===== src/inc/adc_seq_pkg.sv =====
// constants, field layouts and types for the conversion sequencer
package adc_seq_pkg;
    // ****************************************************
    // register byte offsets
    // ****************************************************
    localparam logic [11:0] CTRL_OFF = 12'h000;
    localparam logic [11:0] INJ_OFF = 12'h004;
    localparam logic [11:0] SEQ_OFF = 12'h008;
    localparam logic [11:0] WDTHR_OFF = 12'h00C;
    localparam logic [11:0] WDMASK_OFF = 12'h010;
    localparam logic [11:0] STATUS_OFF = 12'h014;
    localparam logic [11:0] IMASK_OFF = 12'h018;
    localparam logic [11:0] DATA_OFF = 12'h01C;
    localparam logic [11:0] JDATA_OFF = 12'h020;
    localparam logic [11:0] ROUTE_OFF = 12'h024;
    localparam logic [11:0] CAL0_OFF = 12'h028;
    localparam logic [11:0] CAL1_OFF = 12'h02C;

    // ****************************************************
    // sizes, channels and field positions
    // ****************************************************
    localparam int RES_BITS = 12;
    localparam int CHAN_BITS = 6;
    localparam int EXT_CHANNELS = 40;
    localparam int SEQ_DEPTH = 28;
    localparam int TRIG_NUM = 8;
    localparam logic [4:0] SEQ_LAST_POS = 5'h1B;
    localparam logic [5:0] TS_CHANNEL = 6'h10;
    localparam logic [5:0] VREF_CHANNEL = 6'h11;
    localparam int ST_EOC = 0;
    localparam int ST_EOS = 1;
    localparam int ST_JEOC = 2;
    localparam int ST_AWD = 3;
    localparam int INJ_GO_BIT = 8;
    localparam int SEQ_CHAN_LSB = 8;
    localparam int THR_HIGH_LSB = 16;
    localparam int ROUTE_TS = 0;
    localparam int ROUTE_VREF = 1;
    localparam logic [1:0] WD_OFF = 2'b00;
    localparam logic [1:0] WD_SINGLE = 2'b01;
    localparam logic [1:0] WD_SUBSET = 2'b10;
    localparam logic [1:0] WD_ALL = 2'b11;

    // ****************************************************
    // reset values and timing
    // ****************************************************
    localparam logic [31:0] CTRL_RST = 32'h0000_0000;
    localparam logic [31:0] WDTHR_RST = 32'h0FFF_0000;
    localparam int CLK_HZ = 20_000_000;
    localparam int PWRUP_NS = 1000;
    localparam int PWRUP_CYC = (PWRUP_NS * (CLK_HZ / 1_000_000) + 999) / 1000;

    // control register layout
    typedef struct packed {
        logic [5:0] wd_chan;
        logic [1:0] wd_mode;
        logic [2:0] rsvd1;
        logic [4:0] scan_last;
        logic [4:0] rsvd0;
        logic [2:0] trig_sel;
        logic trig_en;
        logic low_power;
        logic auto_off;
        logic dma_en;
        logic scan;
        logic start;
        logic rsvd;
        logic enable;
    } ctrl_type;

    // sequencer states
    typedef enum logic [1:0] {
        ST_IDLE = 2'b00,
        ST_PWRUP = 2'b01,
        ST_START = 2'b10,
        ST_WAIT = 2'b11
    } seq_state_type;
endpackage


===== src/rtl/adc_sequencer_control.sv =====
// conversion sequencer with apb registers, injection, watchdog and dma
`timescale 1ns/1ps

module adc_sequencer_control #(
    parameter logic [31:0] CAL_TS_WORD = 32'h0123_0456, // arbitrary value
    parameter logic [31:0] CAL_VREF_WORD = 32'h0000_0789 // arbitrary value
) (
    input wire logic clk_sys_i,
    input wire logic rst_i,
    input wire logic psel_i,
    input wire logic penable_i,
    input wire logic pwrite_i,
    input wire logic [11:0] paddr_i,
    input wire logic [31:0] pwdata_i,
    output logic [31:0] prdata_o,
    output logic pready_o,
    output logic pslverr_o,
    input wire logic [adc_seq_pkg::TRIG_NUM-1:0] trig_i,
    output logic conv_start_o,
    output logic conv_abort_o,
    output logic [adc_seq_pkg::CHAN_BITS-1:0] conv_chan_o,
    input wire logic conv_done_i,
    input wire logic [adc_seq_pkg::RES_BITS-1:0] conv_data_i,
    output logic adc_power_o,
    output logic low_power_o,
    output logic route_ts_o,
    output logic route_vref_o,
    output logic dma_req_o,
    input wire logic dma_ack_i,
    output logic irq_o
);
    // ****************************************************
    // state
    // ****************************************************
    adc_seq_pkg::ctrl_type ctrl_q, ctrl_d;
    adc_seq_pkg::seq_state_type st_q, st_d;
    logic [5:0] seq_q [adc_seq_pkg::SEQ_DEPTH];
    logic [5:0] seq_d [adc_seq_pkg::SEQ_DEPTH];
    logic [5:0] inj_chan_q, inj_chan_d;
    logic [11:0] thr_lo_q, thr_lo_d, thr_hi_q, thr_hi_d;
    logic [27:0] wd_mask_q, wd_mask_d;
    logic [3:0] status_q, status_d, imask_q, imask_d;
    logic [11:0] data_q, data_d, jdata_q, jdata_d;
    logic data_vld_q, data_vld_d;
    logic [1:0] route_q, route_d;
    logic reg_pend_q, reg_pend_d, inj_pend_q, inj_pend_d;
    logic scan_act_q, scan_act_d, cur_inj_q, cur_inj_d;
    logic [4:0] pos_q, pos_d;
    logic [7:0] cnt_q, cnt_d;
    logic pwr_q, pwr_d, start_q, start_d, abort_q, abort_d;
    logic [5:0] chan_q, chan_d;
    logic [31:0] rdata_q, rdata_d;
    logic slverr_q, slverr_d;
    logic wr, rd_acc, setup;
    logic [3:0] st_set, st_clr;
    logic [4:0] last_pos;

    // watchdog window test on one result
    function automatic logic out_of_window(input logic [11:0] v,
            input logic [11:0] lo, input logic [11:0] hi);
        out_of_window = (v < lo) || (v > hi);
    endfunction

    // address match used by both read and write decode
    function automatic logic hit(input logic [11:0] a, input logic [11:0] o);
        hit = (a == o);
    endfunction

    // ****************************************************
    // outputs
    // ****************************************************
    assign pready_o = 1'b1;
    assign prdata_o = rdata_q;
    assign pslverr_o = slverr_q;
    assign conv_start_o = start_q;
    assign conv_abort_o = abort_q;
    assign conv_chan_o = chan_q;
    assign adc_power_o = pwr_q;
    assign low_power_o = ctrl_q.low_power;
    assign route_ts_o = route_q[adc_seq_pkg::ROUTE_TS];
    assign route_vref_o = route_q[adc_seq_pkg::ROUTE_VREF];
    assign dma_req_o = data_vld_q && ctrl_q.dma_en;
    assign irq_o = |(status_q & imask_q);

    assign wr = psel_i && penable_i && pwrite_i;
    assign rd_acc = psel_i && penable_i && !pwrite_i;
    assign setup = psel_i && !penable_i;
    // single mode converts slot 0 only; scan length is clamped
    assign last_pos = !ctrl_q.scan ? 5'h00 :
        (ctrl_q.scan_last > adc_seq_pkg::SEQ_LAST_POS) ?
        adc_seq_pkg::SEQ_LAST_POS : ctrl_q.scan_last;

    // ****************************************************
    // next-state logic
    // ****************************************************
    always_comb begin
        ctrl_d = ctrl_q;
        st_d = st_q;
        seq_d = seq_q;
        inj_chan_d = inj_chan_q;
        thr_lo_d = thr_lo_q;
        thr_hi_d = thr_hi_q;
        wd_mask_d = wd_mask_q;
        imask_d = imask_q;
        data_d = data_q;
        jdata_d = jdata_q;
        data_vld_d = data_vld_q;
        route_d = route_q;
        reg_pend_d = reg_pend_q;
        inj_pend_d = inj_pend_q;
        scan_act_d = scan_act_q;
        cur_inj_d = cur_inj_q;
        pos_d = pos_q;
        cnt_d = cnt_q;
        pwr_d = pwr_q;
        start_d = 1'b0;
        abort_d = 1'b0;
        chan_d = chan_q;
        st_set = 4'h0;
        st_clr = 4'h0;
        rdata_d = rdata_q;
        slverr_d = 1'b0;
        // result read or dma acknowledge retires the pending result
        if ((rd_acc && hit(paddr_i, adc_seq_pkg::DATA_OFF)) || dma_ack_i) begin
            data_vld_d = 1'b0;
        end
        // sequencer
        case (st_q)
            adc_seq_pkg::ST_IDLE: begin
                if (!ctrl_q.enable) begin
                    reg_pend_d = 1'b0;
                    inj_pend_d = 1'b0;
                    scan_act_d = 1'b0;
                    pos_d = 5'h00;
                    pwr_d = 1'b0;
                end else if (reg_pend_q || inj_pend_q || scan_act_q) begin
                    if (pwr_q) begin
                        st_d = adc_seq_pkg::ST_START;
                    end else begin
                        pwr_d = 1'b1;
                        cnt_d = 8'(adc_seq_pkg::PWRUP_CYC - 1);
                        st_d = adc_seq_pkg::ST_PWRUP;
                    end
                end else begin
                    pwr_d = !ctrl_q.auto_off;
                end
            end
            adc_seq_pkg::ST_PWRUP: begin
                cnt_d = cnt_q - 8'h01;
                if (cnt_q == 8'h00) begin
                    st_d = adc_seq_pkg::ST_START;
                end
            end
            adc_seq_pkg::ST_START: begin
                if (inj_pend_q) begin
                    cur_inj_d = 1'b1;
                    chan_d = inj_chan_q;
                    inj_pend_d = 1'b0;
                    start_d = 1'b1;
                    st_d = adc_seq_pkg::ST_WAIT;
                end else if (reg_pend_q || scan_act_q) begin
                    cur_inj_d = 1'b0;
                    chan_d = seq_q[pos_q];
                    reg_pend_d = 1'b0;
                    scan_act_d = 1'b1;
                    start_d = 1'b1;
                    st_d = adc_seq_pkg::ST_WAIT;
                end else begin
                    st_d = adc_seq_pkg::ST_IDLE;
                end
            end
            adc_seq_pkg::ST_WAIT: begin
                if (conv_done_i) begin
                    // watchdog, once per completed result
                    if (((ctrl_q.wd_mode == adc_seq_pkg::WD_SINGLE) &&
                            (chan_q == ctrl_q.wd_chan)) ||
                        ((ctrl_q.wd_mode == adc_seq_pkg::WD_SUBSET) &&
                            !cur_inj_q && wd_mask_q[pos_q]) ||
                        ((ctrl_q.wd_mode == adc_seq_pkg::WD_ALL) &&
                            !cur_inj_q)) begin
                        if (out_of_window(conv_data_i, thr_lo_q, thr_hi_q)) begin
                            st_set[adc_seq_pkg::ST_AWD] = 1'b1;
                        end
                    end
                    if (cur_inj_q) begin
                        jdata_d = conv_data_i;
                        st_set[adc_seq_pkg::ST_JEOC] = 1'b1;
                    end else begin
                        data_d = conv_data_i;
                        data_vld_d = 1'b1;
                        st_set[adc_seq_pkg::ST_EOC] = 1'b1;
                        if (pos_q < last_pos) begin
                            pos_d = pos_q + 5'h01;
                        end else begin
                            pos_d = 5'h00;
                            scan_act_d = 1'b0;
                            st_set[adc_seq_pkg::ST_EOS] = ctrl_q.scan;
                        end
                    end
                    st_d = adc_seq_pkg::ST_START;
                end else if (!cur_inj_q && inj_pend_q) begin
                    abort_d = 1'b1;
                    st_d = adc_seq_pkg::ST_START; // slot kept
                end
            end
            default: begin
                st_d = adc_seq_pkg::ST_IDLE;
            end
        endcase
        // timer event start
        if (ctrl_q.enable && ctrl_q.trig_en && trig_i[ctrl_q.trig_sel]) begin
            reg_pend_d = 1'b1;
        end
        // register writes
        if (wr) begin
            if (hit(paddr_i, adc_seq_pkg::CTRL_OFF)) begin
                ctrl_d = adc_seq_pkg::ctrl_type'(pwdata_i);
                ctrl_d.start = 1'b0;
                ctrl_d.rsvd = 1'b0;
                ctrl_d.rsvd0 = 5'h00;
                ctrl_d.rsvd1 = 3'h0;
                if (pwdata_i[2] && pwdata_i[0]) begin
                    reg_pend_d = 1'b1;
                end
            end else if (hit(paddr_i, adc_seq_pkg::INJ_OFF)) begin
                inj_chan_d = pwdata_i[5:0];
                if (pwdata_i[adc_seq_pkg::INJ_GO_BIT] && ctrl_q.enable) begin
                    inj_pend_d = 1'b1;
                end
            end else if (hit(paddr_i, adc_seq_pkg::SEQ_OFF)) begin
                if (pwdata_i[4:0] <= adc_seq_pkg::SEQ_LAST_POS) begin
                    seq_d[pwdata_i[4:0]] = pwdata_i[13:8];
                end
            end else if (hit(paddr_i, adc_seq_pkg::WDTHR_OFF)) begin
                thr_lo_d = pwdata_i[11:0];
                thr_hi_d = pwdata_i[27:16];
            end else if (hit(paddr_i, adc_seq_pkg::WDMASK_OFF)) begin
                wd_mask_d = pwdata_i[27:0];
            end else if (hit(paddr_i, adc_seq_pkg::STATUS_OFF)) begin
                st_clr = pwdata_i[3:0];
            end else if (hit(paddr_i, adc_seq_pkg::IMASK_OFF)) begin
                imask_d = pwdata_i[3:0];
            end else if (hit(paddr_i, adc_seq_pkg::ROUTE_OFF)) begin
                route_d = pwdata_i[1:0];
            end
        end
        // sticky flags, a new event beats a clear
        status_d = (status_q & ~st_clr) | st_set;
        // read data prepared in the setup cycle
        if (setup && !pwrite_i) begin
            if (hit(paddr_i, adc_seq_pkg::CTRL_OFF)) begin
                rdata_d = 32'(ctrl_q);
            end else if (hit(paddr_i, adc_seq_pkg::INJ_OFF)) begin
                rdata_d = {23'h00_0000, inj_pend_q, 2'h0, inj_chan_q};
            end else if (hit(paddr_i, adc_seq_pkg::SEQ_OFF)) begin
                rdata_d = {18'h0_0000, scan_act_q, chan_q, 2'h0, pos_q};
            end else if (hit(paddr_i, adc_seq_pkg::WDTHR_OFF)) begin
                rdata_d = {4'h0, thr_hi_q, 4'h0, thr_lo_q};
            end else if (hit(paddr_i, adc_seq_pkg::WDMASK_OFF)) begin
                rdata_d = {4'h0, wd_mask_q};
            end else if (hit(paddr_i, adc_seq_pkg::STATUS_OFF)) begin
                rdata_d = {28'h000_0000, status_q};
            end else if (hit(paddr_i, adc_seq_pkg::IMASK_OFF)) begin
                rdata_d = {28'h000_0000, imask_q};
            end else if (hit(paddr_i, adc_seq_pkg::DATA_OFF)) begin
                rdata_d = {20'h0_0000, data_q};
            end else if (hit(paddr_i, adc_seq_pkg::JDATA_OFF)) begin
                rdata_d = {20'h0_0000, jdata_q};
            end else if (hit(paddr_i, adc_seq_pkg::ROUTE_OFF)) begin
                rdata_d = {30'h0000_0000, route_q};
            end else if (hit(paddr_i, adc_seq_pkg::CAL0_OFF)) begin
                rdata_d = CAL_TS_WORD;
            end else if (hit(paddr_i, adc_seq_pkg::CAL1_OFF)) begin
                rdata_d = CAL_VREF_WORD;
            end else begin
                rdata_d = 32'h0000_0000;
                slverr_d = 1'b1;
            end
        end else if (setup) begin
            slverr_d = !(hit(paddr_i, adc_seq_pkg::CTRL_OFF) ||
                hit(paddr_i, adc_seq_pkg::INJ_OFF) ||
                hit(paddr_i, adc_seq_pkg::SEQ_OFF) ||
                hit(paddr_i, adc_seq_pkg::WDTHR_OFF) ||
                hit(paddr_i, adc_seq_pkg::WDMASK_OFF) ||
                hit(paddr_i, adc_seq_pkg::STATUS_OFF) ||
                hit(paddr_i, adc_seq_pkg::IMASK_OFF) ||
                hit(paddr_i, adc_seq_pkg::ROUTE_OFF));
        end else if (psel_i) begin
            slverr_d = slverr_q;
        end
    end

    // ****************************************************
    // registers
    // ****************************************************
    always_ff @(posedge clk_sys_i or posedge rst_i) begin
        if (rst_i) begin
            ctrl_q <= adc_seq_pkg::ctrl_type'(adc_seq_pkg::CTRL_RST);
            st_q <= adc_seq_pkg::ST_IDLE;
            for (int i = 0; i < adc_seq_pkg::SEQ_DEPTH; i++) begin
                seq_q[i] <= 6'h00;
            end
            inj_chan_q <= 6'h00;
            thr_lo_q <= adc_seq_pkg::WDTHR_RST[11:0];
            thr_hi_q <= adc_seq_pkg::WDTHR_RST[27:16];
            wd_mask_q <= 28'h000_0000;
            status_q <= 4'h0;
            imask_q <= 4'h0;
            data_q <= 12'h000;
            jdata_q <= 12'h000;
            data_vld_q <= 1'b0;
            route_q <= 2'h0;
            reg_pend_q <= 1'b0;
            inj_pend_q <= 1'b0;
            scan_act_q <= 1'b0;
            cur_inj_q <= 1'b0;
            pos_q <= 5'h00;
            cnt_q <= 8'h00;
            pwr_q <= 1'b0;
            start_q <= 1'b0;
            abort_q <= 1'b0;
            chan_q <= 6'h00;
            rdata_q <= 32'h0000_0000;
            slverr_q <= 1'b0;
        end else begin
            ctrl_q <= ctrl_d;
            st_q <= st_d;
            seq_q <= seq_d;
            inj_chan_q <= inj_chan_d;
            thr_lo_q <= thr_lo_d;
            thr_hi_q <= thr_hi_d;
            wd_mask_q <= wd_mask_d;
            status_q <= status_d;
            imask_q <= imask_d;
            data_q <= data_d;
            jdata_q <= jdata_d;
            data_vld_q <= data_vld_d;
            route_q <= route_d;
            reg_pend_q <= reg_pend_d;
            inj_pend_q <= inj_pend_d;
            scan_act_q <= scan_act_d;
            cur_inj_q <= cur_inj_d;
            pos_q <= pos_d;
            cnt_q <= cnt_d;
            pwr_q <= pwr_d;
            start_q <= start_d;
            abort_q <= abort_d;
            chan_q <= chan_d;
            rdata_q <= rdata_d;
            slverr_q <= slverr_d;
        end
    end
endmodule


===== config.mk =====
export PLATFORM = sky130hd
export DESIGN_NAME = adc_sequencer_control
export DESIGN_NICKNAME = d
export VERILOG_FILES = /design/src/inc/adc_seq_pkg.sv /design/src/rtl/adc_sequencer_control.sv
export SDC_FILE = /design/constraint.sdc
export NUM_CORES = 1
export LEC_CHECK = 0
export BUFFER_PORTS_ARGS = -buffer_cell sky130_fd_sc_hd__buf_2
export CAP_MARGIN = 15
export CORE_MARGIN = 1
export CORE_UTILIZATION = 60
export DETAILED_ROUTE_END_ITERATION = 10
export HOLD_SLACK_MARGIN = 0.06
export PLACE_DENSITY_LB_ADDON = 0.08
export SLEW_MARGIN = 30
export SYNTH_ARGS = -nofsm -noshare
export SYNTH_HDL_FRONTEND = slang
export SYNTH_SLANG_ARGS = --single-unit

===== constraint.sdc =====
create_clock -name clk_sys_i -period 18.3 [get_ports clk_sys_i]
set_input_delay 3.66 -clock clk_sys_i [delete_from_list [all_inputs] [get_ports clk_sys_i]]
set_output_delay 3.66 -clock clk_sys_i [all_outputs]
set_load 0.05 [all_outputs]

Word-level counts from Yosys, hierarchy flattened
Index checks and enable logic that the tools add are counted.

RAM bits: 0. Input bits: 71. Memory bits (read-only): 0. Bits in registers: 344. Bits in latches: 0. Memories kept: 0. Output and inout port bits: 48.

Shift-type cells: 0. Multipliers: 0. Magnitude comparators: 10. Div/mod/pow operators: 0. Bitwise logic cells: 14. Muxes and demuxes: 108. Equal/unequal tests: 30. Add/sub/neg operators: 2. Reductions and logical operators: 58.

Operators with widths (number): $bwmux W168 (1); $mux W25 (6); $mux W28 (4); $mux W1 (53); $eq A12 B5 Y1 const B (4); $eq A12 B6 Y1 const B (4); $mux W4 (9); $mux W32 (1); $bmux W6 S5 (1); $demux W6 S5 (1); $mux W5 (6); $mux W6 (5); $eq A12 B4 Y1 const B (2); $mux W8 (3); $ne A2 B2 Y1 const B (10); $mux W2 (9); $logic_and A1 B1 Y1 (17); $pmux W8 S2 (1); $logic_or A1 B1 Y1 (14); $eq A12 B3 Y1 const B (1); $ge A6 B6 Y1 const B (2); $gt A12 B12 Y1 (1); $logic_not A12 Y1 (1); $lt A12 B12 Y1 (1); 39 further kinds (65).

Longest topological paths before layout
Gate-level depths: netlist of run 1.

Depth in word-level cells: 14. Gate-level depth with buffers: 9. Gate-level depth less buffers: 9.

Least setup slack after synthesis of run 1
OpenSTA, ideal clock, no wires.

Path type: in2reg. Start: in paddr_i[7]. End: reg seq_q[100] (netlist name). Required time: 18.175 ns. Arrival time: 5.406 ns. Cell stages on the path: 7. Setup time: 0.125 ns. Buffers on the path: 2. Path slack: 12.770 ns. Cells stage by stage: buf_2 nor4_4 and3_1 buf_4 nand4_4 nor4b_4 mux2_2.

Word-level cells in the longest chain between the ends: 3. Elaborated cells on any way between the ends: 6. Those cells by class: eq/ne (2); bitwise (2); reduce/logical (2).

Ends and longest elaborated chain: from (decl) (line adc_sequencer_control.sv:13) `input wire logic [11:0] paddr_i,`; $eq A12 B3 Y1 or $logic_not A12 Y1 (tied branches) (line adc_sequencer_control.sv:66) `hit = (a == o);`; $not A1 Y1 (no source line); $reduce_and A5 Y1 (no source line) (*); to (signal assigned) (line adc_sequencer_control.sv:328) `seq_q <= seq_d;`; to (decl) (line adc_sequencer_control.sv:37) `logic [5:0] seq_q [adc_seq_pkg::SEQ_DEPTH];`.

Mark *: on every way between the ends. The rest lies on a longest branch, timed or not. A chain may end at the register's enable or synchronous reset.

Final worst setup path of run 1
Start: in paddr_i[3]. End: reg thr_lo_q[0].

Word-level cells in the longest chain between the ends: 3. Elaborated cells on any way between the ends: 8. Those cells by class: eq/ne (3); bitwise (3); reduce/logical (2).

Ends and longest elaborated chain: $eq A12 B4 Y1 (tied with other cells) (line adc_sequencer_control.sv:66); $not A1 Y1 (no source line); $reduce_and A5 Y1 (no source line) (*); to (signal assigned) (line adc_sequencer_control.sv:304) `thr_lo_q <= adc_seq_pkg::WDTHR_RST[11:0];`; to (signal assigned) (line adc_sequencer_control.sv:330) `thr_lo_q <= thr_lo_d;`; to (decl) (line adc_sequencer_control.sv:40) `logic [11:0] thr_lo_q, thr_lo_d, thr_hi_q, thr_hi_d;`.

Marks and branches as above.

==> run summary, run 1 <==
The flow ran to the end, and the final reports show no timing, DRC or antenna violations. The nature of the critical path startpoint is a primary input. The startpoint identified for the worst register-to-register timing path is ctrl_q[3]. The most common library cell in the layout ignoring fill and taps is dfrtp_1. The first global-routing pass estimated 70.6 mm of wire. At the later pin of the worst-skew pair, clock insertion delay measures roughly 0.53 ns. The dominant combinational cell family by area after synthesis is multiplexers. Dividing the synthesized area by the synthesized cell count gives approximately 12 um^2. The number of buffers added for setup after CTS is 0. The die outline area came out at a little under 30000 um^2. The average routed wire per standard cell is 24.0 um. After detailed routing, the number of vias per cell comes to 6.34. The number of global-route vias before repair came to 12163. The initial utilization of the core area, before any placement, comes to 61.4%. The number of placement rows is 61. In the synthesized netlist the dominant register cell turns out to be dfrtp_1. The cell area after technology mapping came out at between 15000 and 20000 um^2. The end of the worst register-to-register path is pos_q[3].

The maximum fanout along the worst path came out at 46. The placer's final routability congestion estimate came out at 0.984. The static leakage power came out at ~9 nW. In the post-synthesis netlist, the biggest area contributors are dfrtp_1, mux2_2, mux4_2, nand2_1, o21ai_0. The count of input and output buffers came out at 117. The setup TNS is 0 ns. The worst reg2reg path depth is 8. The first-pass iteration count of the detailed router came out at 7. Of the post-synthesis cell area, the part taken by muxes is approximately a quarter. The number of maximum-capacitance constraint violations came out at 0. The root buffer cell chosen for the clock tree is clkbuf_16. In this run the count of I/O pins placed on the die edge is 119. The parity-gate share of the synthesized area counting xor and xnor cells is less than 1%. The upper clock frequency limit is approximately 170 MHz. The number of nets produced by synthesis is 1517. The data required time of the worst path came out at 18.72 ns.

The number of nets at the end of the flow came out at about 1600. In this run the register-to-register setup slack is 15.48 ns. The capture point of the critical path is thr_lo_q[0].

The area share of fa/ha/maj cells after synthesis came out at 2.18%. Summed over all instances, the cell type with the most area after synthesis is dfrtp_1. The die span in x came out at ~170 um.

The number of buffers inserted by hold repair at cts is 0. The share of synthesized flip-flops with an asynchronous set or reset came out at 100%. The number of buffers on the longest clock path is 3. The maximum number of pins on one net before global-route repair came out at 111. Synthesis produced a netlist whose cell count is 1416. Cells fill 68.8% of the core in the end. The final wirelength is 45.5 mm. The clock arrives with 0.0126 ns of skew. In the routed design, unresolved DRC markers number 0. The vertical die dimension is 171 um.

The initial antenna violation count is 4. After clock tree synthesis, the clock-pin slew on the worst setup and hold paths is 0.06 ns. The number of hold violations in the final report was 0.

The signed area change from the synthesized netlist to the final layout came out at 11.9%. Summing the areas of all compound-gate instances in the mapped netlist gives approximately 8.7% of the synthesized area. The basic-gate share of the synthesized area counting and, or, nand and nor cells came out at 10.1%. In this run the worst setup path begins at paddr_i[3].

STA classifies the critical path endpoint as a flop. The final critical delay including setup and external delays is 6.02 ns. The count of antenna-violating nets left after detailed routing is 0. The number of CTS-inserted buffers is 38. The total global routing overflow came out at 0. The number of cells upsized or downsized after cts is 0. The worst vdd rail ir drop came out at 84.3 uV. Leaving out fill and tap cells, the most frequent cells in the layout are dfrtp_1, mux2_2, nand2_1, buf_2, o21ai_0.

The power per cell area is ~96 nW/um^2. Yosys mapped a number of flops with a built-in enable equal to 0. The share of the yosys chip area belonging to registers came out at approximately 50%. Detailed placement finished with a half-perimeter wire length of 31.0 mm.

The distinct cell type count after synthesis came out at 76. The initial DRC count is 1203. The class of the worst hold path is flop to flop. Synthesis inferred 344 register bits.

The critical path is of the primary input to flop type. The relative slew slack came out at 33.0%. The data arrival time of the critical path is 6.44 ns. The total routing resource utilization after global routing is 32.3%.

The synthesis warning total came out at 0. Dividing the final minimum period by the clock period gives 32.9%. The clock net in this run drives a total of 344 sinks. TritonCTS built the clock tree. In the final layout, the share of cells above drive strength 1 is a little over a third.

In this run the number of H-tree levels came out at 2. At the pin with the least slew margin, the transition time is 1.00 ns. The total count of max-transition violations in the final report came to 0. Setup repair after global routing left no endpoint under its margin. Detailed routing inserted a total of 12028 vias. The final setup violation count is 0. The area share of the leading cell type in the synthesized netlist came out at 48.3%.

The area inside the core boundary is 28000 um^2.
## critical path, cell delays in order
cell and delay, ns:
buf_2 0.57, nand2_1 0.43, nor2_1 0.34, nand2_1 0.24, nor2_4 0.76, mux2_2 0.41
## registers in the layout (all words and copies together) (netlist names), 4 cells and up
| signal | cells |
|---|---|
| seq_q | 168 |
| prdata_o | 32 |
| wd_mask_q | 28 |
| ctrl_q | 21 |
| data_q | 12 |
| jdata_q | 12 |
| thr_hi_q | 12 |
| thr_lo_q | 12 |
| cnt_q | 8 |
| conv_chan_o | 6 |
| inj_chan_q | 6 |
| pos_q | 5 |
| imask_q | 4 |
| status_q | 4 |
## power breakdown
| part | internal (W) | switching (W) | leakage, nW |
|---|---|---|---|
| Sequential | 0.000799 | 0.0000501 | 4.60 |
| Combinational | 0.0000667 | 0.000152 | 3.90 |
| Clock | 0.000468 | 0.000309 | 0.642 |
| Total | 0.00133 | 0.000511 | 9.14 |
## worst min-delay path by stage
stage | startpoint | end | slack [ns] | cells past startpoint
final | prdata_o[1] | prdata_o[1] | 0.47 | 1
after global routing | prdata_o[1] | prdata_o[1] | 0.51 | 1
after CTS | prdata_o[1] | prdata_o[1] | 0.48 | 1
after detailed placement | data_q[5] | data_q[5] | 0.47 | 2
after global placement | prdata_o[30] | prdata_o[30] | 0.45 | 2
after floorplan | data_q[10] | data_q[10] | 0.44 | 2
## synth_stat cells, drive strengths merged, types with 4 or more instances
master / n
nand4: 6
a32oi: 4
nor3: 15
a222oi: 4
a21o: 5
clkbuf: 59
a211o: 8
o22ai: 6
and2: 9
a22oi: 6
nand3b: 4
nor2: 74
nand2b: 13
o21ai: 78
a31oi: 16
xnor2: 5
and3: 6
mux2i: 15
a21oi: 45
mux4: 58
nand3: 26
nor2b: 9
mux2: 247
ha: 30
dfstp: 12
a221oi: 12
dfrtp: 332
buf: 39
o211ai: 5
nand2: 152
xor2: 7
nor4: 8
o221ai: 4
inv: 34
nor3b: 5
a22o: 5
o21a: 9
## per-stage QoR
| stage | cell area (um^2) | std cells | power, W | setup slack (ns) | hold WS, ns |
|---|---|---|---|---|---|
| 2_1_floorplan | 17200 | 1416 | 0.000999 | 5.12 | 0.438 |
| 3_3_place_gp | 18000 | 1828 | 0.00107 | 11.82 | 0.450 |
| 3_5_place_dp | 18000 | 1828 | 0.00108 | 11.84 | 0.466 |
| 4_1_cts | 19200 | 1895 | 0.00185 | 12.38 | 0.479 |
| 5_1_grt | 19300 | 1895 | 0.00191 | 12.16 | 0.506 |
| 6_report | 19300 | 1898 | 0.00184 | 12.28 | 0.474 |
## cell families (layout without fill, tap and decap cells)
| family | after synthesis | after routing |
|---|---|---|
| buffers and inverters | 132 | 233 |
| AO/OA/AOI/OAI | 234 | 234 |
| multiplexers | 320 | 320 |
| other | 1 | 4 |
| adder cells (fa/ha/maj) | 30 | 30 |
| AND/OR/NAND/NOR | 343 | 343 |
| flip-flops | 344 | 344 |
| XOR/XNOR | 12 | 12 |
## routing by layer
layer / up-vias / share of wire, % / GRT usage, %
met3: 126 / 6.4 / 5.55
met2: 470 / 48 / 51.6
met1: 6118 / 42 / 43.6
met4: 2 / 4.3 / 14.4
li1: 5312 / - / -
met5: - / 0.029 / 0
## layout make-up
type,count,area (um^2)
fill,2119,8750
sequential,344,8630
multi-input combinational,940,8020
clock buffer,57,1210
timing repair buffer,132,713
tap,378,473
inverter,34,135
clock inverter,10,77.6
antenna,3,7.51
(Power assumes the default switching activity.)
==> inputs of run 2 (changes only) <==
clock period = 5.9 ns   (was 18.3 ns; I/O delays follow)
==> run 2 against run 1 <==
Against the previous run:
- critical path depth is 1 higher
- via count is 0.37% higher
- non-clock buffer count grew 2
- wire length is 2.5% higher
- combinational power increased to 3.1 times the previous value
- sequential share of layout area barely moved
- first-iteration DRC count shrank 15%
- clock skew shrank 0.0037 ns
- critical path type unchanged
- largest cell class unchanged
- highest routed layer is now met4
==> run summary, run 2 (synthesis gave the netlist of run 1 again) <==
Result of the run: completed (unchanged). The worst-path cell with the longest stage delay is nor2_4 (unchanged). The number of global-route vias before repair was 12016 (was 12163). The utilization of the core after routing is 68.8% (about the same). The placer's final routability congestion estimate came out at 0.950 (was 0.984). The data arrival time of the critical path came out at 3.81 ns (was 6.44 ns).

The power per cell area came out at 295 nW/um^2 (was 95.8 nW/um^2). The insertion delay of the later-clocked pin in the worst-skew pair came out at 0.52 ns (was 0.53 ns). The final wirelength is 46.6 mm (was 45.5 mm).

The die span in x came out at 171 um (unchanged). The fraction of final layout cells with drive strength greater than 1 came out at 35.5% (was 35.7%). The total count of max-transition violations in the final report came out at 0 (unchanged). The number of CTS-inserted buffers came out at 37 (was 38). The initial antenna violation count is 1 (was 4). The number of buffers added for setup after CTS came out at 0 (unchanged).

The number of hold violations in the final report came out at 0 (unchanged). The critical path class is primary input to flop (unchanged). The number of nets at the end of the flow is 1592 (was 1591). The delay of the slowest cell on the worst path came out at 0.76 ns (about the same). The most common library cell in the layout ignoring fill and taps was dfrtp_1 (unchanged). The register area is 8630 um^2 (unchanged). The nature of the critical path startpoint is a primary input (unchanged).

The count of input and output buffers came out at 117 (unchanged). The number of maximum-capacitance constraint violations came out at 0 (unchanged). The setup TNS came out at 0 ns (unchanged). The class of the worst hold path is flop to flop (unchanged). The DRC violations left is 0 (unchanged).

The count of non-filler cells in the finished layout came out at 1897 (was 1898). The total routing resource utilization after global routing came out at 32.9% (was 32.3%). The first-pass iteration count of the detailed router came out at 5 (was 7).

The area inside the core boundary was 28000 um^2 (unchanged). CP cell instances: buf_2 > nor4b_2 > buf_4 > and2_1 > nand2_2 > nor2_4 > mux2_2 (was buf_2 > nand2_1 > nor2_1 > nand2_1 > nor2_4 > mux2_2). The signed area change from the synthesized netlist to the final layout is 11.9% (about the same). The top-level I/O count came out at 119 (unchanged). The via density per instance came out at 6.36 (was 6.34). The setup clock skew after layout came out at 0.00889 ns (was 0.0126 ns). The number of cells upsized or downsized after cts came out at 0 (unchanged). The number of buffers inserted by hold repair at cts was 0 (unchanged). The flip-flop count of the largest register after layout came out at 168 (unchanged). The TritonCTS clock tree is built (unchanged). The relative slew slack is 36.8% (was 33.0%).

The initial DRC count is 1017 (was 1203). The number of filler instances in the final layout is 2022 (was 2119). The number of buffers on the longest clock path is 3 (unchanged). The worst vdd rail ir drop is 245 uV (was 84.3 uV). The final cycle utilization of the critical path is 57.7%.

The average routed wire per standard cell is 24.6 um (was 24.0 um). The cell total after placement was 1829 (was 1828). The maximum number of pins on one net before global-route repair is 125 (was 111). The TritonCTS sink count is 344 (unchanged). The final setup violation count is 0 (unchanged). Commonest non-fill, non-tap cells in the layout: dfrtp_1, mux2_2, nand2_1, buf_2, o21ai_0 (unchanged). The maximum fanout along the worst path was 28 (was 46). The vertical die dimension came out at 171 um (unchanged). The H-tree depth is 2 (unchanged). The data required time of the worst path is 6.30 ns (was 18.72 ns). The root cell of the clock tree is clkbuf_16 (unchanged). The total global routing overflow is 0 (unchanged). The first-pass GRT wire length is 72.0 mm (was 70.6 mm).

The footprint of the multi-input gates is 8020 um^2 (unchanged). After layout, the minimum clock period comes to 3.41 ns. RSZ-0062 raised after global routing: no (unchanged). The half-perimeter wire length after detailed placement is 32.0 mm (was 31.0 mm). The CTS clock-pin slew for the worst setup and hold paths is 0.06 ns (about the same). The die outline area is 29400 um^2 (unchanged). The upper clock frequency limit is a little under 300 MHz. The number of placement rows came out at 61 (unchanged). The static leakage power is 9.13 nW (was 9.14 nW). The slew at the pin closest to its max-slew limit came out at 0.945 ns (was 1.00 ns). The vias after detailed routing is 12072 (was 12028). The total power came to 0.00568 W (was 0.00184 W).

The starting density of the core is 61.4% (unchanged). The register ranked first by flip-flop count was seq_q (unchanged). The count of antenna-violating nets left after detailed routing is 0 (unchanged).

The nature of the critical path endpoint is a flop (unchanged).
==> run 2: final cells by class <==
class                           count  share of cell area, %
Sequential cell                   344                   44.8
Multi-Input combinational cell    940                   41.6
Clock buffer                       56                   5.92
Timing Repair Buffer              134                   3.94
Tap cell                          378                   2.46
Inverter                           34                  0.682
Clock inverter                      9                  0.533
Antenna cell                        2                 0.0260
==> run 2: critical path, delay by kind of cell <==
family	cells	cell delay [ns]
buffers and inverters	2	0.56
multiplexers	1	0.42
AND/OR/NAND/NOR	4	1.61
==> run 2: path summary, 6_finish.rpt <==
| path | start | to | slack [ns] | cells after the start |
|---|---|---|---|---|
| min in group asynchronous | rst_i | conv_start_o | 0.74 | 2 |
| max reg2reg | pos_q[0] | conv_chan_o[5] | 2.95 | 6 |
| max in group asynchronous | rst_i | seq_q[14] | 4.05 | 3 |
| min | prdata_o[30] | prdata_o[30] | 0.47 | 2 |
| max | paddr_i[4] | wd_mask_q[6] | 2.49 | 7 |
| min reg2reg | prdata_o[30] | prdata_o[30] | 0.47 | 2 |
==> run 2: power breakdown <==
part,internal [W],switching (W)
Combinational,0.000209,0.000468
Sequential,0.00248,0.000156
Clock,0.00142,0.000950
==> run 2: layer usage <==
| metal | global-route usage, % | part of all wire (%) | up-vias |
|---|---|---|---|
| met5 | 0 | 0 | - |
| met4 | 12.7 | 3.7 | 0 |
| met3 | 4.67 | 5.4 | 101 |
| met2 | 53.9 | 49 | 450 |
| met1 | 44.7 | 42 | 6213 |
| li1 | - | - | 5308 |
==> run 2: metrics by stage <==
| step | hold WS, ns | area (um^2) | setup slack (ns) |
|---|---|---|---|
| 4_1_cts | 0.468 | 19200 | 2.38 |
| 3_5_place_dp | 0.456 | 18000 | 1.85 |
| 6_report | 0.466 | 19300 | 2.49 |
| 5_1_grt | 0.501 | 19300 | 2.35 |
| 2_1_floorplan | 0.438 | 17200 | 0.127 |
| 3_3_place_gp | 0.450 | 18000 | 1.93 |
==> inputs of run 3 (changes only) <==
ABC_AREA = 1   (was default)
clock period = 3.15 ns   (was 5.9 ns; I/O delays follow)
==> run 3 against run 2 <==
Against the previous run:
- register-to-register slack worse by 2.2 ns
- count of clock-buffer cells in the layout up 2
- critical path depth up 4
- via count rose by 30%
==> run summary, run 3 <==
The class of the worst hold path was primary input to async pin (was flop to flop). The TritonCTS clock tree is built (unchanged). The initial DRC count came out at 1750 (was 1017). The number of maximum-capacitance constraint violations is 0 (unchanged). The number of buffers inserted by hold repair at cts is 0 (unchanged).

The count of mapped cells out of synthesis is 2162 (was 1416). The number of buffers added for setup after CTS came out at 0 (unchanged). The worst-path cell with the longest stage delay is buf_4 (was nor2_4). The initial antenna violation count is 0 (was 1). The TritonCTS sink count came out at 344 (unchanged).

The mean instance size in the synthesized netlist is 8.08 um^2 (was 12.2 um^2). The total global routing overflow came out at 0 (unchanged). The total count of max-transition violations in the final report came to 0 (unchanged). The total routing resource utilization after global routing came out at 36.2% (was 32.9%). The count of antenna-violating nets left after detailed routing is 0 (unchanged). The DRC violations left is 0 (unchanged).

The number of buffers on the longest clock path is 3 (unchanged). The most common library cell in the layout ignoring fill and taps is nand2_1 (was dfrtp_1). The vias after detailed routing is 15725 (was 12072).

The data arrival time of the critical path came out at 2.86 ns (was 3.81 ns). The nature of the critical path startpoint was a flop (was primary input). The average routed wire per standard cell is 20.2 um (was 24.6 um).

The number of CTS-inserted buffers is 37 (unchanged). The die span in x is 173 um (was 171 um). The number of nets at the end of the flow is 2339 (was 1592). The area inside the core boundary is 28700 um^2 (was 28000 um^2). The maximum fanout along the worst path came out at 37 (was 28). Top post-synthesis cells by count: nand2_1, dfrtp_1, o21ai_0 (was dfrtp_1, mux2_2, nand2_1). The number of hold violations in the final report came out at 0 (unchanged). The share of synthesized flip-flops with an asynchronous set or reset is 100% (unchanged). The slew at the pin closest to its max-slew limit is 0.865 ns (was 0.945 ns). The synthesis warning total is 0 (unchanged). The data required time of the worst path is 3.58 ns (was 6.30 ns).

The relative slew slack is 41.7% (was 36.8%). The share of the yosys chip area belonging to registers was 49.3% (was 50.1%). The static leakage power came to 9.53 nW (was 9.13 nW).

The power per cell area is 546 nW/um^2 (was 295 nW/um^2). The number of antenna repair diodes is 0 (was 2). The register ranked first by flip-flop count is seq_q (unchanged). The first-pass iteration count of the detailed router came to 6 (was 5). Commonest non-fill, non-tap cells in the layout: nand2_1, dfrtp_1, o21ai_0, nor2_1, inv_1 (was dfrtp_1, mux2_2, nand2_1, buf_2, o21ai_0). The half-perimeter wire length after detailed placement came out at 36.6 mm (was 32.0 mm). The insertion delay of the later-clocked pin in the worst-skew pair is 0.53 ns (was 0.52 ns).

CP cell instances: buf_4 > buf_4 > nor2_1 > o21ai_0 > o211ai_1 > nand3_1 > nand3_1 > nand2_1 > nand2_1 > nand2_1 > nand2_1 (was buf_2 > nor4b_2 > buf_4 > and2_1 > nand2_2 > nor2_4 > mux2_2). Top cells by area in the synthesized netlist: dfrtp_1, nand2_1, o21ai_0, nor2_1, inv_1 (was dfrtp_1, mux2_2, mux4_2, nand2_1, o21ai_0). Result of the run: completed (unchanged). The die outline area is 29800 um^2 (was 29400 um^2). The delay of the slowest cell on the worst path came out at 0.43 ns (was 0.76 ns). The final setup violation count came out at 0 (unchanged). The commonest register cell after synthesis was dfrtp_1 (unchanged). The starting density of the core came out at 60.9% (was 61.4%). The total cell area at the placement stage is 18300 um^2 (was 18000 um^2).

The placer's final routability congestion estimate is 0.962 (was 0.950). The final cycle utilization of the critical path is 77.4%. The signed area change from the synthesized netlist to the final layout came to 11.3% (was 11.9%). The fraction of final layout cells with drive strength greater than 1 came to 13.8% (was 35.5%).

The most frequently used cell type in the post-synthesis netlist is nand2_1 (was dfrtp_1). The upper clock frequency limit came out at a little over 400 MHz. The number of nets produced by synthesis came out at 2263 (was 1517). The first-pass GRT wire length is 84.3 mm (was 72.0 mm). The worst vdd rail ir drop came out at 430 uV (was 245 uV). The flip-flop count of the largest register after layout is 168 (unchanged). The number of global-route vias before repair came out at 15004 (was 12016). The CTS clock-pin slew for the worst setup and hold paths came out at 0.06 ns (about the same). The critical path class is flop to flop (was primary input to flop). The top-level I/O count is 119 (unchanged).

The smallest clock period supported by the final layout is computed as 2.44 ns. The H-tree depth is 2 (unchanged). The final non-filler cell area was 19500 um^2 (was 19300 um^2). The nature of the critical path endpoint was a flop (unchanged).

RSZ-0062 raised after global routing: no (unchanged). The total power came out at 0.0106 W (was 0.00568 W). The cell area after technology mapping is 17500 um^2 (was 17200 um^2).

By instance count, the cell type seen most on the critical path is nand2_1. The number of placement rows is 62 (was 61). The maximum number of pins on one net before global-route repair is 120 (was 125). The number of enable-type register cells in the synthesized netlist is 0 (unchanged). The final wirelength came to 53.5 mm (was 46.6 mm). The number of filler instances in the final layout is 2462 (was 2022). The distinct cell type count after synthesis came out at 47 (was 76). The area share of the leading cell type in the synthesized netlist is 47.5% (was 48.3%). The root cell of the clock tree was clkbuf_16 (unchanged). The setup clock skew after layout came out at 0.0216 ns (was 0.00889 ns).

The via density per instance came out at 5.94 (was 6.36). The count of input and output buffers is 117 (unchanged). The vertical die dimension came to 173 um (was 171 um).

The number of cells upsized or downsized after cts is 0 (unchanged). The count of non-filler cells in the finished layout came out at 2647 (was 1897). The cell total after placement is 2583 (was 1829). The biggest area consumer among synthesized cells is dfrtp_1 (unchanged). The number of register bits inferred by synthesis is 344 (unchanged).
run 3: cells by family (layout without fill, tap and decap cells):
logic type	after synthesis	count (layout)	synth area share [%]
mux	2	2	0.129
buf+inv	291	392	7.54
fa+ha+maj	30	30	2.15
simple gates	892	892	21.2
xor+xnor	6	6	0.301
compound gates	596	596	19.3
flops	344	344	49.3
other cells	1	1	0.0215
run 3: metrics by stage:
stage | util [%] | worst slack (ns) | TNS (ns) | hold WS [ns]
2_1_floorplan | - | -2.07 | -698.02 | 0.434
3_3_place_gp | 63.7 | 0.418 | 0 | 0.456
4_1_cts | 67.8 | 0.744 | 0 | 0.301
5_1_grt | 67.8 | 0.628 | 0 | 0.308
6_report | 67.8 | 0.713 | 0 | 0.316
3_5_place_dp | 63.7 | 0.481 | 0 | 0.458
run 3: where the power goes:
| group | leakage, nW | total [W] | switching, W | internal (W) |
|---|---|---|---|---|
| Combinational | 4.35 | 0.00144 | 0.00106 | 0.000383 |
| Sequential | 4.60 | 0.00491 | 0.000207 | 0.00470 |
| Clock | 0.581 | 0.00427 | 0.00179 | 0.00247 |
run 3: path summary, 6_finish.rpt:
| path | from | endpoint | slack (ns) | depth (start not counted) |
|---|---|---|---|---|
| max in group asynchronous | rst_i | thr_lo_q[6] | 2.20 | 3 |
| min in group clk_sys_i | dma_ack_i | data_vld_q | 0.32 | 2 |
| worst min-delay path | rst_i | seq_q[42] | 0.32 | 3 |
| worst max register to register | pos_q[1] | conv_chan_o[0] | 0.71 | 11 |
| worst min register to register | cnt_q[7] | cnt_q[7] | 0.47 | 1 |
| worst max-delay path | pos_q[1] | conv_chan_o[0] | 0.71 | 11 |
run 3: final cells by class:
type                    count  area [um^2]  area share [%]
flip-flops and latches    344         8630            44.3
multi-input cells        1527         7540            38.8
clock buffers              58         1140            5.84
repair buffers            159          988            5.08
inverters                 169          639            3.29
well taps                 384          480            2.47
clock inverters             6         43.8           0.225
run 3: metal layers:
layer | vias up | share of wire [%] | GRT usage [%]
met5 | - | 0 | 0
met4 | 0 | 5.7 | 19.9
met3 | 167 | 7.4 | 5.12
met2 | 753 | 47 | 58.0
met1 | 7498 | 40 | 47.9
li1 | 7307 | - | -
run 3: critical path, delay by kind of cell, from the launching register on:
family / cells / cell delay [ns]
buf+inv: 2 / 0.85
simple gates: 7 / 0.72
compound gates: 2 / 0.37
flops: 1 / 0.36
